`src/rtl/btm_pkg.sv`:
```
// Contract
// - Up to three independent limit channels compared.
// - Crossing sends switch, brightness or scene.
// - Own output per channel; count enables.
// - Switching format sends 1-bit on/off.
// - Brightness format sends byte 0..100.
// - Scene format sends byte 0..64.
// - Upper type: lower equals limit minus hysteresis.
// - Lower type: upper equals limit plus hysteresis.
// - Emit on rise, fall, or both.
// - Fixed hysteresis; thresholds recomputed on load.
// - External 2-byte preset becomes the limit.
// - Preset stays until next preset, teach or overwriting reprogram.
// - Teach-active captures current brightness as limit.
// - Opposite teach polarity restores configured limit.
// - Both-polarity teach never restores configured limit.
// - Teach capture discards previous preset.
// - Every teach-active telegram captures afresh.
// - Feedback sends limit on change, reprogram, return.
// - Reprogram option: overwrite or keep active limit.
// - Configured limit used until first override.
// - Overrides survive bus-voltage failure.
// - Disable never blocks preset or teach.
// - Disabled channel neither compares nor sends crossing telegrams; feedback is still sent unless the channel lies beyond the count.
package btm_pkg;
   localparam int BTM_NCH = 3;
   // APB register byte offsets.
   localparam logic [7:0] BTM_CTRL_OFS   = 8'h00;
   localparam logic [7:0] BTM_BRIGHT_OFS = 8'h04;
   localparam logic [7:0] BTM_EVENT_OFS  = 8'h08;
   localparam logic [7:0] BTM_STAT_OFS   = 8'h0c;
   localparam logic [7:0] BTM_CH_BASE    = 8'h10;
   localparam logic [7:0] BTM_CH_STRIDE  = 8'h10;
   localparam logic [7:0] BTM_CH_CFG     = 8'h00;
   localparam logic [7:0] BTM_CH_LIM     = 8'h04;
   localparam logic [7:0] BTM_CH_HYS     = 8'h08;
   localparam logic [7:0] BTM_CH_VAL     = 8'h0c;
   // CTRL fields.
   localparam int BTM_CTRL_CNT_LSB = 0;
   localparam int BTM_CTRL_OVW_BIT = 2;
   localparam int BTM_CTRL_FBD_BIT = 3;
   localparam int BTM_CTRL_DIS_LSB = 4;
   // EVENT write bits (pulses).
   localparam int BTM_EV_PROG_BIT = 0;
   localparam int BTM_EV_RET_BIT  = 1;
   // Channel CFG fields.
   localparam int BTM_CFG_FMT_LSB  = 0;
   localparam int BTM_CFG_TYPE_BIT = 2;
   localparam int BTM_CFG_RISE_BIT = 3;
   localparam int BTM_CFG_FALL_BIT = 4;
   localparam int BTM_CFG_TCH_LSB  = 5;
   localparam int BTM_CFG_FBA_BIT  = 7;
   localparam int BTM_CFG_DIS_BIT  = 8;
   // Channel VAL fields: value on rise in [7:0], on fall in [15:8].
   localparam logic [7:0] BTM_PCT_MAX   = 8'h64;
   localparam logic [7:0] BTM_SCENE_MAX = 8'h40;
   localparam logic [1:0] BTM_CNT_RST   = 2'h3;
   localparam logic [15:0] BTM_LIM_RST  = 16'h0000;
   // Delay of feedback after bus return.
   localparam int BTM_FB_DELAY_US = 100;
   localparam int BTM_CLK_MHZ     = 100;
   localparam int BTM_FB_DELAY_CYC = BTM_FB_DELAY_US * BTM_CLK_MHZ;
   typedef enum logic [1:0] {
      BTM_FMT_SWITCH,
      BTM_FMT_BRIGHT,
      BTM_FMT_SCENE
   } btm_fmt_e;
   typedef enum logic [1:0] {
      BTM_TCH_ONE,
      BTM_TCH_ZERO,
      BTM_TCH_BOTH
   } btm_tch_e;
   typedef enum logic [1:0] {
      BTM_SRC_CFG,
      BTM_SRC_PRESET,
      BTM_SRC_TEACH
   } btm_src_e;
endpackage : btm_pkg

```
`src/rtl/btm_monitor.sv`:
```
`timescale 1ns/1ns
// Brightness threshold monitor: three limit channels behind an APB slave.
module btm_monitor
   import btm_pkg::*;
#(
   parameter int FB_DELAY_CYC = btm_pkg::BTM_FB_DELAY_CYC
) (
   input  wire logic                      pclk,        // Bus clock.
   input  wire logic                      presetn,     // Async reset, low.
   input  wire logic                      psel,        // APB select.
   input  wire logic                      penable,     // APB enable.
   input  wire logic                      pwrite,      // APB direction.
   input  wire logic [7:0]                paddr,       // APB byte address.
   input  wire logic [31:0]               pwdata,      // APB write data.
   output logic      [31:0]               prdata,      // APB read data.
   output logic                           pready,      // APB ready.
   output logic                           pslverr,     // APB error.
   input  wire logic [btm_pkg::BTM_NCH-1:0] preset_stb, // Preset pulse.
   input  wire logic [15:0]               preset_val,  // Preset, 9.004.
   input  wire logic [btm_pkg::BTM_NCH-1:0] teach_stb,  // Teach pulse.
   input  wire logic [btm_pkg::BTM_NCH-1:0] teach_val,  // Teach bit.
   output logic [btm_pkg::BTM_NCH-1:0]    out_stb,     // Telegram pulse.
   output logic [btm_pkg::BTM_NCH-1:0]    out_bit,     // Switching value.
   output logic [23:0]                    out_byte,    // Byte per channel.
   output logic [btm_pkg::BTM_NCH-1:0]    fb_stb,      // Feedback pulse.
   output logic [47:0]                    fb_val       // Limit per channel.
);
   import btm_pkg::*;

   // Bus decode.
   wire        acc    = psel && penable;
   wire        wr     = acc && pwrite;
   wire [3:0]  ridx   = paddr[7:4];
   wire [3:0]  roff   = paddr[3:0];
   wire        glob   = (ridx == 4'h0);
   wire        ch_hit = (ridx >= 4'h1) && (ridx <= 4'(BTM_NCH));
   wire [1:0]  chsel  = 2'(ridx - 4'h1);
   wire        wr_ctl = wr && (paddr == BTM_CTRL_OFS);
   wire        wr_br  = wr && (paddr == BTM_BRIGHT_OFS);
   wire        wr_ev  = wr && (paddr == BTM_EVENT_OFS);
   wire        prog   = wr_ev && pwdata[BTM_EV_PROG_BIT];
   wire        bret   = wr_ev && pwdata[BTM_EV_RET_BIT];
   wire        mapped = (glob && paddr[1:0] == 2'h0) ||
                        (ch_hit && paddr[1:0] == 2'h0);

   logic [1:0]  cnt_r;
   logic        ovw_r, fbd_r;
   logic [2:0]  dis_prog_r;
   logic [15:0] bright_r;
   logic [(FB_DELAY_CYC > 1 ? $clog2(FB_DELAY_CYC+1) : 1):0] dly_r;
   logic        dly_pend_r;

   // Global control, brightness and the delayed return-feedback timer.
   always_ff @(posedge pclk or negedge presetn) begin
      if (!presetn) begin
         cnt_r      <= BTM_CNT_RST;
         ovw_r      <= 1'b0;
         fbd_r      <= 1'b0;
         dis_prog_r <= 3'h0;
         bright_r   <= 16'h0000;
         dly_r      <= '0;
         dly_pend_r <= 1'b0;
      end else begin
         if (wr_ctl) begin
            cnt_r      <= pwdata[BTM_CTRL_CNT_LSB +: 2];
            ovw_r      <= pwdata[BTM_CTRL_OVW_BIT];
            fbd_r      <= pwdata[BTM_CTRL_FBD_BIT];
            dis_prog_r <= pwdata[BTM_CTRL_DIS_LSB +: 3];
         end
         if (wr_br)
            bright_r <= pwdata[15:0];
         if (bret && fbd_r) begin
            dly_pend_r <= 1'b1;
            dly_r      <= '0;
         end else if (dly_pend_r) begin
            dly_r <= dly_r + 1'b1;
            if (dly_r == ($bits(dly_r))'(FB_DELAY_CYC - 1))
               dly_pend_r <= 1'b0;
         end
      end
   end

   // Feedback trigger after bus return, immediate or delayed.
   wire ret_fire = (bret && !fbd_r) ||
                   (dly_pend_r &&
                    dly_r == ($bits(dly_r))'(FB_DELAY_CYC - 1));

   logic [8:0]  cfg_r  [BTM_NCH];
   logic [15:0] lcfg_r [BTM_NCH];
   logic [15:0] hys_r  [BTM_NCH];
   logic [15:0] val_r  [BTM_NCH];
   logic [15:0] lim_r  [BTM_NCH];
   btm_src_e    src_r  [BTM_NCH];
   logic [1:0]  zone_r [BTM_NCH];
   logic [15:0] rd_ch;

   genvar g;
   generate
      for (g = 0; g < BTM_NCH; g++) begin : gch
         localparam logic [1:0] CH = 2'(g);
         wire en      = (CH < cnt_r);
         wire wsel    = wr && ch_hit && chsel == CH;
         wire w_cfg   = wsel && roff == BTM_CH_CFG[3:0];
         wire w_lim   = wsel && roff == BTM_CH_LIM[3:0];
         wire w_hys   = wsel && roff == BTM_CH_HYS[3:0];
         wire w_val   = wsel && roff == BTM_CH_VAL[3:0];
         btm_fmt_e fmt;
         btm_tch_e tmode;
         assign fmt   = btm_fmt_e'(cfg_r[g][BTM_CFG_FMT_LSB +: 2]);
         assign tmode = btm_tch_e'(cfg_r[g][BTM_CFG_TCH_LSB +: 2]);
         wire is_up   = cfg_r[g][BTM_CFG_TYPE_BIT];
         wire dis     = cfg_r[g][BTM_CFG_DIS_BIT] || !en;
         // Teach decode; either polarity in both mode is a capture.
         wire t_act   = teach_stb[g] && (tmode == BTM_TCH_BOTH ||
                        teach_val[g] == (tmode == BTM_TCH_ONE));
         wire t_rst   = teach_stb[g] && !t_act &&
                        tmode != BTM_TCH_BOTH;
         wire p_ld    = preset_stb[g];
         wire prg_rst = prog && (ovw_r || src_r[g] == BTM_SRC_CFG);
         // Thresholds, saturating so a wrap never fakes a crossing.
         wire [16:0] sum = {1'b0, lim_r[g]} + {1'b0, hys_r[g]};
         wire [15:0] hi  = is_up ? lim_r[g] :
                           (sum[16] ? 16'hffff : sum[15:0]);
         wire [15:0] lo  = !is_up ? lim_r[g] :
                           (lim_r[g] > hys_r[g] ?
                            16'(lim_r[g] - hys_r[g]) : 16'h0000);
         wire above   = bright_r > hi;
         wire below   = bright_r < lo;
         wire rise    = above && zone_r[g] != 2'h1;
         wire fall    = below && zone_r[g] != 2'h2;
         wire fire    = !dis && ((rise && cfg_r[g][BTM_CFG_RISE_BIT]) ||
                                 (fall && cfg_r[g][BTM_CFG_FALL_BIT]));
         wire [7:0] v_r = val_r[g][7:0];
         wire [7:0] v_f = val_r[g][15:8];
         wire [7:0] vb  = rise ? v_r : v_f;
         wire [7:0] cap = (fmt == BTM_FMT_SCENE) ? BTM_SCENE_MAX :
                          BTM_PCT_MAX;
         wire [7:0] ob  = vb > cap ? cap : vb;
         wire [15:0] lim_nxt = t_act ? bright_r :
                               p_ld  ? preset_val :
                               (t_rst || prg_rst) ? lcfg_r[g] : lim_r[g];
         wire lim_chg = t_act || p_ld || t_rst || prg_rst;
         wire fb_go   = cfg_r[g][BTM_CFG_FBA_BIT] && en &&
                        (lim_chg || prog || ret_fire);

         // Limit source; the bus return pulse leaves it alone.
         always_ff @(posedge pclk or negedge presetn) begin
            if (!presetn) begin
               src_r[g] <= BTM_SRC_CFG;
               lim_r[g] <= BTM_LIM_RST;
            end else begin
               lim_r[g] <= w_lim && src_r[g] == BTM_SRC_CFG &&
                           !lim_chg ? pwdata[15:0] : lim_nxt;
               if (t_act)
                  src_r[g] <= BTM_SRC_TEACH;
               else if (p_ld)
                  src_r[g] <= BTM_SRC_PRESET;
               else if (t_rst || prg_rst)
                  src_r[g] <= BTM_SRC_CFG;
            end
         end

         // Configuration and zone tracking for one-shot crossings.
         always_ff @(posedge pclk or negedge presetn) begin
            if (!presetn) begin
               cfg_r[g]  <= 9'h018;
               lcfg_r[g] <= BTM_LIM_RST;
               hys_r[g]  <= 16'h0000;
               val_r[g]  <= 16'h0064;
               zone_r[g] <= 2'h0;
            end else begin
               if (w_cfg)
                  cfg_r[g] <= pwdata[8:0];
               else if (prog)
                  cfg_r[g][BTM_CFG_DIS_BIT] <= dis_prog_r[g];
               if (w_lim)
                  lcfg_r[g] <= pwdata[15:0];
               if (w_hys)
                  hys_r[g] <= pwdata[15:0];
               if (w_val)
                  val_r[g] <= pwdata[15:0];
               if (dis)
                  zone_r[g] <= 2'h0;
               else if (above)
                  zone_r[g] <= 2'h1;
               else if (below)
                  zone_r[g] <= 2'h2;
            end
         end

         // Registered channel outputs.
         always_ff @(posedge pclk or negedge presetn) begin
            if (!presetn) begin
               out_stb[g]          <= 1'b0;
               out_bit[g]          <= 1'b0;
               out_byte[8*g +: 8]  <= 8'h00;
               fb_stb[g]           <= 1'b0;
               fb_val[16*g +: 16]  <= 16'h0000;
            end else begin
               out_stb[g] <= fire;
               if (fire) begin
                  out_bit[g]         <= rise;
                  out_byte[8*g +: 8] <= (fmt == BTM_FMT_SWITCH) ?
                                        8'h00 : ob;
               end
               fb_stb[g]          <= fb_go;
               fb_val[16*g +: 16] <= lim_nxt;
            end
         end
      end
   endgenerate

   // Read mux.
   always_comb begin
      rd_ch = 16'h0000;
      for (int i = 0; i < BTM_NCH; i++) begin
         if (chsel == 2'(i)) begin
            case (roff)
               BTM_CH_CFG[3:0]: rd_ch = {7'h00, cfg_r[i]};
               BTM_CH_LIM[3:0]: rd_ch = lcfg_r[i];
               BTM_CH_HYS[3:0]: rd_ch = hys_r[i];
               BTM_CH_VAL[3:0]: rd_ch = val_r[i];
               default:         rd_ch = 16'h0000;
            endcase
         end
      end
   end

   wire [31:0] stat = {10'h000, 2'(src_r[2]), 2'(src_r[1]),
                       2'(src_r[0]), lim_r[0]};
   wire [31:0] rd_g = (roff == BTM_CTRL_OFS[3:0]) ?
                         {25'h0, dis_prog_r, fbd_r, ovw_r, cnt_r} :
                      (roff == BTM_BRIGHT_OFS[3:0]) ? {16'h0, bright_r} :
                      (roff == BTM_STAT_OFS[3:0]) ? stat : 32'h0;

   // Zero-wait APB answer: pready rises in the first access cycle.
   always_ff @(posedge pclk or negedge presetn) begin
      if (!presetn) begin
         prdata  <= 32'h0;
         pready  <= 1'b0;
         pslverr <= 1'b0;
      end else begin
         pready  <= psel && !penable;
         pslverr <= psel && !penable && !mapped;
         // A refused read returns zero rather than an aliased channel word.
         prdata  <= !mapped ? 32'h0 : glob ? rd_g : {16'h0, rd_ch};
      end
   end
endmodule : btm_monitor

```
`config.mk`:
```
export PLATFORM = sky130hd
export DESIGN_NAME = btm_monitor
export DESIGN_NICKNAME = d
export VERILOG_FILES = /design/src/rtl/btm_pkg.sv /design/src/rtl/btm_monitor.sv
export SDC_FILE = /design/constraint.sdc
export NUM_CORES = 1
export LEC_CHECK = 0
export BUFFER_PORTS_ARGS = -buffer_cell sky130_fd_sc_hd__clkbuf_2
export CORE_ASPECT_RATIO = 2
export CORE_UTILIZATION = 46
export CTS_CLUSTER_SIZE = 30
export DETAILED_ROUTE_END_ITERATION = 10
export SYNTH_ARGS = -nofsm -noshare
export SYNTH_HDL_FRONTEND = slang
export SYNTH_SLANG_ARGS = --single-unit
```
`constraint.sdc`:
```
create_clock -name pclk -period 7.3 [get_ports pclk]
set_input_delay 0 -clock pclk [delete_from_list [all_inputs] [get_ports pclk]]
set_output_delay 0 -clock pclk [all_outputs]
set_load 0.01 [all_outputs]
```
# [Yosys cells after proc, flatten, opt, wreduce, memory -nomap -nowiden]
# Index checks and enable logic that the tools add are counted.
[op_classes] add_sub_neg=8 n_lt_le_gt_ge=17 eq_ne=26 mux=76 n_reduce_logical=141
[ops] operator="16-bit 2-to-1 mux" n=27
[ops] operator="16-bit case mux with 4 select lines" n=3
[ops] operator="22-bit 2-to-1 mux" n=5
[ops] operator="16-bit greater-than comparator" n=6
[ops] operator="8-bit 2-to-1 mux" n=9
[ops] operator="1-bit logical AND" n=70
[ops] operator="16-bit by 16-bit adder with 17-bit output" n=3
[ops] operator="16-bit < comparator" n=3
[ops] operator="16-bit subtractor" n=3
[ops] operator="2-bit 2-to-1 mux" n=18
[ops] operator="1-bit logical OR" n=32
[ops] operator="15-bit 2-to-1 mux" n=2
[ops] operator="8-bit by 7-bit greater-than comparator with 1-bit output" n=3
[ops] operator="2-bit zero test" n=11
[ops] operator="6-bit 2-to-1 mux" n=3
[ops] operator="3-bit nonzero test" n=6
[ops] operator="15-bit by 1-bit adder with 15-bit output, second input constant" n=1
[ops] operator="15-bit by 14-bit equality test with 1-bit output, second input constant" n=1
[ops] operator="1-bit zero test" n=15
[ops] operator="2-bit equality test, second input constant" n=7
[ops] operator="2-bit != test, second input constant" n=6
[ops] operator="1-bit 2-to-1 mux" n=9
[ops] operator="4-bit equality test, second input constant" n=2
[ops] operator="8-bit by 3-bit equality test with 1-bit output, second input constant" n=1
[ops] operator="other kinds (13)" n=22
[totals] reg_bits=375 in_bits=70 out_inout_bits=115 wordCells=317

# [Longest topological paths before layout]
[logic_depth] depth_word=12 mapped_depth=31 depth_no_buf=28

# [Least setup slack after synthesis]
# OpenSTA, ideal clock, no wires.
[synth_timing] path_kind="reg-to-reg" start="register lim_r[3] (netlist name)" end="register out_byte[16]" setup_time_ns=0.083 arrival_ns=6.051 required_time_ns=7.217 setup_slack_ns=1.166 path_stages_with_launch=28 n_path_buf=3 synth_period_minus_slack_ns=6.134 path_cell_list="dfrtp_1 > ha_1 > clkbuf_1 > nor3_1 > o21ai_0 > nand3_1 > a41oi_1 > o21ai_0 > a31oi_1 > nor2_1 > nor2_1 > o21ai_0 > clkbuf_1 > o22ai_1 > ha_1 > nand3_1 > nor4_1 > a21bo_2 > a31oi_1 > buf_2 > mux2_2 > ha_1 > nor3b_1 > or2_2 > o221ai_1 > a31o_2 > or3b_1 > o21ai_0"
[synth_via] elab_chain_cells=9 elab_cells_between_ends=19 cone_classes="add/sub: 2; order compare: 4; mux: 7; reduce/logical: 6"
[synth_rtl] item="from (decl)" line="btm_monitor.sv:92" text="logic [15:0] lim_r [BTM_NCH];"
[synth_rtl] item="from (signal, indexed assignment)" line="btm_monitor.sv:152" text="lim_r[g] <= w_lim && src_r[g] == BTM_SRC_CFG &&"
[synth_rtl] item="16-bit by 16-bit adder with 17-bit output" line="btm_monitor.sv:121" text="wire [16:0] sum = {1'b0, lim_r[g]} + {1'b0, hys_r[g]};"
[synth_rtl] item="16-bit 2-to-1 mux" line="btm_monitor.sv:123" text="(sum[16] ? 16'hffff : sum[15:0]);"
[synth_rtl] item="16-bit 2-to-1 mux" line="btm_monitor.sv:122" text="wire [15:0] hi = is_up ? lim_r[g] :"
[synth_rtl] item="16-bit greater-than comparator" line="btm_monitor.sv:127" text="wire above = bright_r > hi;"
[synth_rtl] item="1-bit logical AND" line="btm_monitor.sv:129" text="wire rise = above && zone_r[g] != 2'h1;"
[synth_rtl] item="8-bit 2-to-1 mux" line="btm_monitor.sv:135" text="wire [7:0] vb = rise ? v_r : v_f;"
[synth_rtl] item="8-bit by 7-bit greater-than comparator with 1-bit output" line="btm_monitor.sv:138" text="wire [7:0] ob = vb > cap ? cap : vb;"
[synth_rtl] item="8-bit 2-to-1 mux" line="btm_monitor.sv:138"
[synth_rtl] item="8-bit 2-to-1 mux" line="btm_monitor.sv:203" text="out_byte[8*g +: 8] <= (fmt == BTM_FMT_SWITCH) ?"
[synth_rtl] item="to (signal, indexed assignment)" line="btm_monitor.sv:203"
[synth_rtl] item="to (decl)" line="btm_monitor.sv:24" text="output logic [23:0] out_byte,"
# Several ways; a longest one is shown, not always the timed one.
# A chain may end at the register's enable or synchronous reset.

# [Worst setup path in the final report]
[layout_timing] start="register hys_r[1] (netlist name)" end="register out_byte[16]"
[layout_via] elab_chain_cells=9 elab_cells_between_ends=19 cone_classes="add/sub: 2; order compare: 4; mux: 7; reduce/logical: 6"
[layout_rtl] item="from (decl)" line="btm_monitor.sv:90" text="logic [15:0] hys_r [BTM_NCH];"
[layout_rtl] item="from (signal, indexed assignment)" line="btm_monitor.sv:179" text="hys_r[g] <= pwdata[15:0];"
[layout_rtl] item="16-bit by 16-bit adder with 17-bit output" line="btm_monitor.sv:121"
[layout_rtl] item="16-bit 2-to-1 mux" line="btm_monitor.sv:123"
[layout_rtl] item="16-bit 2-to-1 mux" line="btm_monitor.sv:122"
[layout_rtl] item="16-bit greater-than comparator" line="btm_monitor.sv:127"
[layout_rtl] item="1-bit logical AND" line="btm_monitor.sv:129"
[layout_rtl] item="8-bit 2-to-1 mux" line="btm_monitor.sv:135"
[layout_rtl] item="8-bit by 7-bit greater-than comparator with 1-bit output" line="btm_monitor.sv:138"
[layout_rtl] item="8-bit 2-to-1 mux" line="btm_monitor.sv:138"
[layout_rtl] item="8-bit 2-to-1 mux" line="btm_monitor.sv:203"
# Several ways; a longest one is shown, not always the timed one.

==> results.sh <==
export IMPL_grt_pass1_vias=22300
export IMPL_core_area_sq_mm=0.0536
export IMPL_setup_viol=0
export IMPL_finalCritPeriodShare_pct=94.6
export IMPL_crit_required_ps=7800
export IMPL_grt_max_degree=168
export IMPL_crit_start="hys_r[1]"
export IMPL_grtUsageTotal_pct=37.3
export IMPL_syn_to_final_growth_pct=11.8
export IMPL_timing_hold_ws_ps=-0.789
export IMPL_cpMaxStageDelayCell="dfrtp_1"
export IMPL_post_route_util_pct=52.1
export IMPL_wl_met1_um=33700
export IMPL_gp_congestion=1.03
export IMPL_power_density_mw_per_mm2=184
export IMPL_layout_common_cells="dfrtp_1, mux2_2, nor2_1, ha_1, a21oi_1"
export IMPL_finalPower_uw=5140
export IMPL_critPathKind="flip-flop to flip-flop"
export IMPL_tightest_slew_ps=1350
export IMPL_ys_warnings_count=0
export IMPL_ctsHtreeMaxLevel=2
export IMPL_ys_ff_latch=375
export IMPL_fmax_ghz=0.145
export IMPL_drc=0
export IMPL_finalNetCount=2937
export IMPL_leakage_uw=0.0133
export IMPL_die_h_um=331
export IMPL_ant_nets=0
export IMPL_post_place_ws_ps=319
export IMPL_route_vias_total=21700
export IMPL_min_path_type="input port to async pin"
export IMPL_grt_pass1_wl_um=149000
export IMPL_routed_wl_met2_um=51700
export IMPL_outcome="finished with violations"
export IMPL_r2r_start="hys_r[1]"
export IMPL_syn_area_sq_mm=0.0250
export IMPL_rows=120
export IMPL_synth_cells=2538
export IMPL_avgRoutedWirePerCell_um=30.5
export IMPL_slew_violations=0
export IMPL_met3_length_um=6510
export IMPL_cts_buffers=37
export IMPL_fp_dieW_um=167
export IMPL_avgSynthCellArea_sq_um=9.83
export IMPL_critPathLaunchType="flip-flop"
export IMPL_violations="negative hold slack"
export IMPL_finClkSkew_ps=18.4
export IMPL_synth_async_sr_flop_share_pct=100
export IMPL_clk_latency_ps=580
export IMPL_ir_drop_mv=0.148
export IMPL_drt_pass1_iter_count=6
export IMPL_crit_arrival_ps=7410
export IMPL_cts_root_buf="clkbuf_16"
export IMPL_drv_cap=0
export IMPL_critPathCaptureType="flip-flop"
export IMPL_io_buffers=158
export IMPL_start_util_pct=46.6
export IMPL_cp_common_cell="ha_1"
export IMPL_dpl_cell_area_sq_mm=0.0265
export IMPL_dieArea_sq_mm=0.0552
export IMPL_synthFlopType="dfrtp_1"
export IMPL_clock_path_buffers=3
export IMPL_vias_per_cell=6.45
export IMPL_fin_ws_ps=391
export IMPL_drive_gt1_share_pct=22.1
export IMPL_finalHoldViolations=1
export IMPL_fin_crit_ps=6910
export IMPL_ys_seq_area_share_pct=37.7
export IMPL_antenna_found_initial=8
export IMPL_hpwlAfterDp_um=76300
export IMPL_top_layer="met5"
export IMPL_drtIter0Drc=1786
export IMPL_maxSlewHeadroom_pct=9.34
export IMPL_rrSetupSlack_ps=390
export IMPL_synth_edf_count=0
export IMPL_rsz0062_at_grt="false"
export IMPL_setup_tns_ps=0
export IMPL_post_route_cell_area_sq_mm=0.0279
export IMPL_synth_distinct_cells=88
export IMPL_slowest_delay_ps=470
export IMPL_wl_um=103000
export IMPL_cts_tree="yes"
export IMPL_crit_fanout=5
export IMPL_layout_commonest_cell="dfrtp_1"
export IMPL_clkTransAtPathRegs_ps=70
export IMPL_overflow=0
export IMPL_clock_sinks=375
export IMPL_io_pins=185
[flip-flops by register name (all words and copies together), names as in the netlist]
| signal | cells |
|---|---|
| hys_r | 48 |
| fb_stb | 3 |
| gch.v_r | 24 |
| dly_pend_r | 1 |
| pslverr | 1 |
| gch.v_f | 24 |
| bright_r | 16 |
| dly_r | 15 |
| lcfg_r | 48 |
| out_bit | 3 |
| dis_prog_r | 3 |
| out_stb | 3 |
| lim_r | 48 |
| cnt_r | 2 |
| ovw_r | 1 |
| cfg_r | 27 |
| out_byte | 24 |
| prdata | 22 |
| fb_val | 48 |
| src_r | 6 |
| fbd_r | 1 |
| zone_r | 6 |
| pready | 1 |
[synth_stat cells (6+ instances only)]
| library cell | n | area [sq um] |
|---|---|---|
| a211oi_1 | 16 | 120 |
| a21o_1 | 47 | 353 |
| a21oi_1 | 174 | 871 |
| a221oi_1 | 20 | 175 |
| a22o_1 | 11 | 96.3 |
| a22oi_1 | 50 | 375 |
| a31oi_1 | 19 | 119 |
| and2_1 | 21 | 131 |
| and3_1 | 19 | 119 |
| buf_1 | 9 | 33.8 |
| buf_2 | 11 | 55.1 |
| buf_4 | 14 | 105 |
| clkbuf_1 | 122 | 458 |
| dfrtp_1 | 358 | 8960 |
| dfstp_2 | 17 | 447 |
| fa_1 | 6 | 120 |
| ha_1 | 196 | 2450 |
| inv_1 | 116 | 435 |
| mux2_2 | 245 | 2760 |
| mux2i_1 | 94 | 941 |
| mux4_2 | 17 | 383 |
| nand2_1 | 156 | 586 |
| nand2b_1 | 29 | 181 |
| nand3_1 | 30 | 150 |
| nand4_1 | 26 | 163 |
| nor2_1 | 197 | 739 |
| nor2b_1 | 26 | 163 |
| nor3_1 | 41 | 205 |
| nor3b_1 | 6 | 45.0 |
| nor4_1 | 14 | 87.6 |
| nor4b_1 | 7 | 61.3 |
| o211ai_1 | 10 | 75.1 |
| o21a_1 | 12 | 90.1 |
| o21ai_0 | 129 | 646 |
| o21ai_1 | 18 | 90.1 |
| o21bai_1 | 16 | 120 |
| o221ai_1 | 8 | 70.1 |
| o22a_1 | 9 | 78.8 |
| o22ai_1 | 40 | 250 |
| or2_2 | 6 | 37.5 |
| or3_1 | 10 | 62.6 |
| xnor2_1 | 54 | 473 |
| xor2_1 | 25 | 219 |
[per-stage QoR]
stage	hold slack (ps)	cells
2_1_floorplan	-296	2547
3_3_place_gp	14.8	3279
3_5_place_dp	24.9	3279
4_1_cts	3.39	3363
5_1_grt	38.3	3364
6_report	-0.789	3368
[critical path: cells and delay by family, from the launching register on]
kind	cells	cell delay [ps]
AOI/OAI and AO/OA	12	2780
adders and majority gates	3	1000
buffers and inverters	3	520
DFF	1	470
muxes	2	590
and+or+nand+nor	7	1470
[final cells by class]
type | instances | area [sq um]
repair buffers | 237 | 1460
well taps | 671 | 840
multi-input cells | 1897 | 14500
clock buffers | 52 | 1070
inverters | 117 | 439
diodes | 4 | 10.0
clock inverters | 15 | 159
flip-flops and latches | 375 | 9410
fillers | 4942 | 25700
[repair_timing]
| item | 4_1_cts | 5_1_grt |
|---|---|---|
| endpoints found under the setup margin | 0 | 16 |
| endpoints found under the hold margin | 107 | 0 |
| setup buffers | 0 | 1 |
| hold buffers | 17 | 0 |
| resized for setup | 0 | 7 |
[layer usage]
metal	global-route usage (%)	up-vias
met4	33.7	14
met2	65.7	1023
met5	0	-
li1	-	9434
met1	37.0	10800
met3	7.29	414
[worst paths after layout]
| path | cells past startpoint | to |
|---|---|---|
| max | 27 | out_byte[16] |
| min | 2 | hys_r[13] |
| max reg2reg | 27 | out_byte[16] |
| min reg2reg | 2 | out_byte[3] |
| max in group asynchronous | 3 | ovw_r |
| min in group pclk | 3 | fb_val[42] |
[cell families after synthesis]
logic type,share of synthesized area [%]
muxes,16.4
DFF,37.7
buffers and inverters,4.46
AOI/OAI and AO/OA,16.8
adders and majority gates,10.3
and+or+nand+nor,11.5
xor gates and xnor gates,2.77
other,0.0150
[power breakdown]
part | total (uW) | leakage, uW | internal, uW | switching (uW)
sequential | 2230 | 0.00496 | 2140 | 88.4
clock | 2010 | 0.000616 | 1110 | 901
combinational | 901 | 0.00777 | 321 | 580
(Power assumes the default switching activity.)
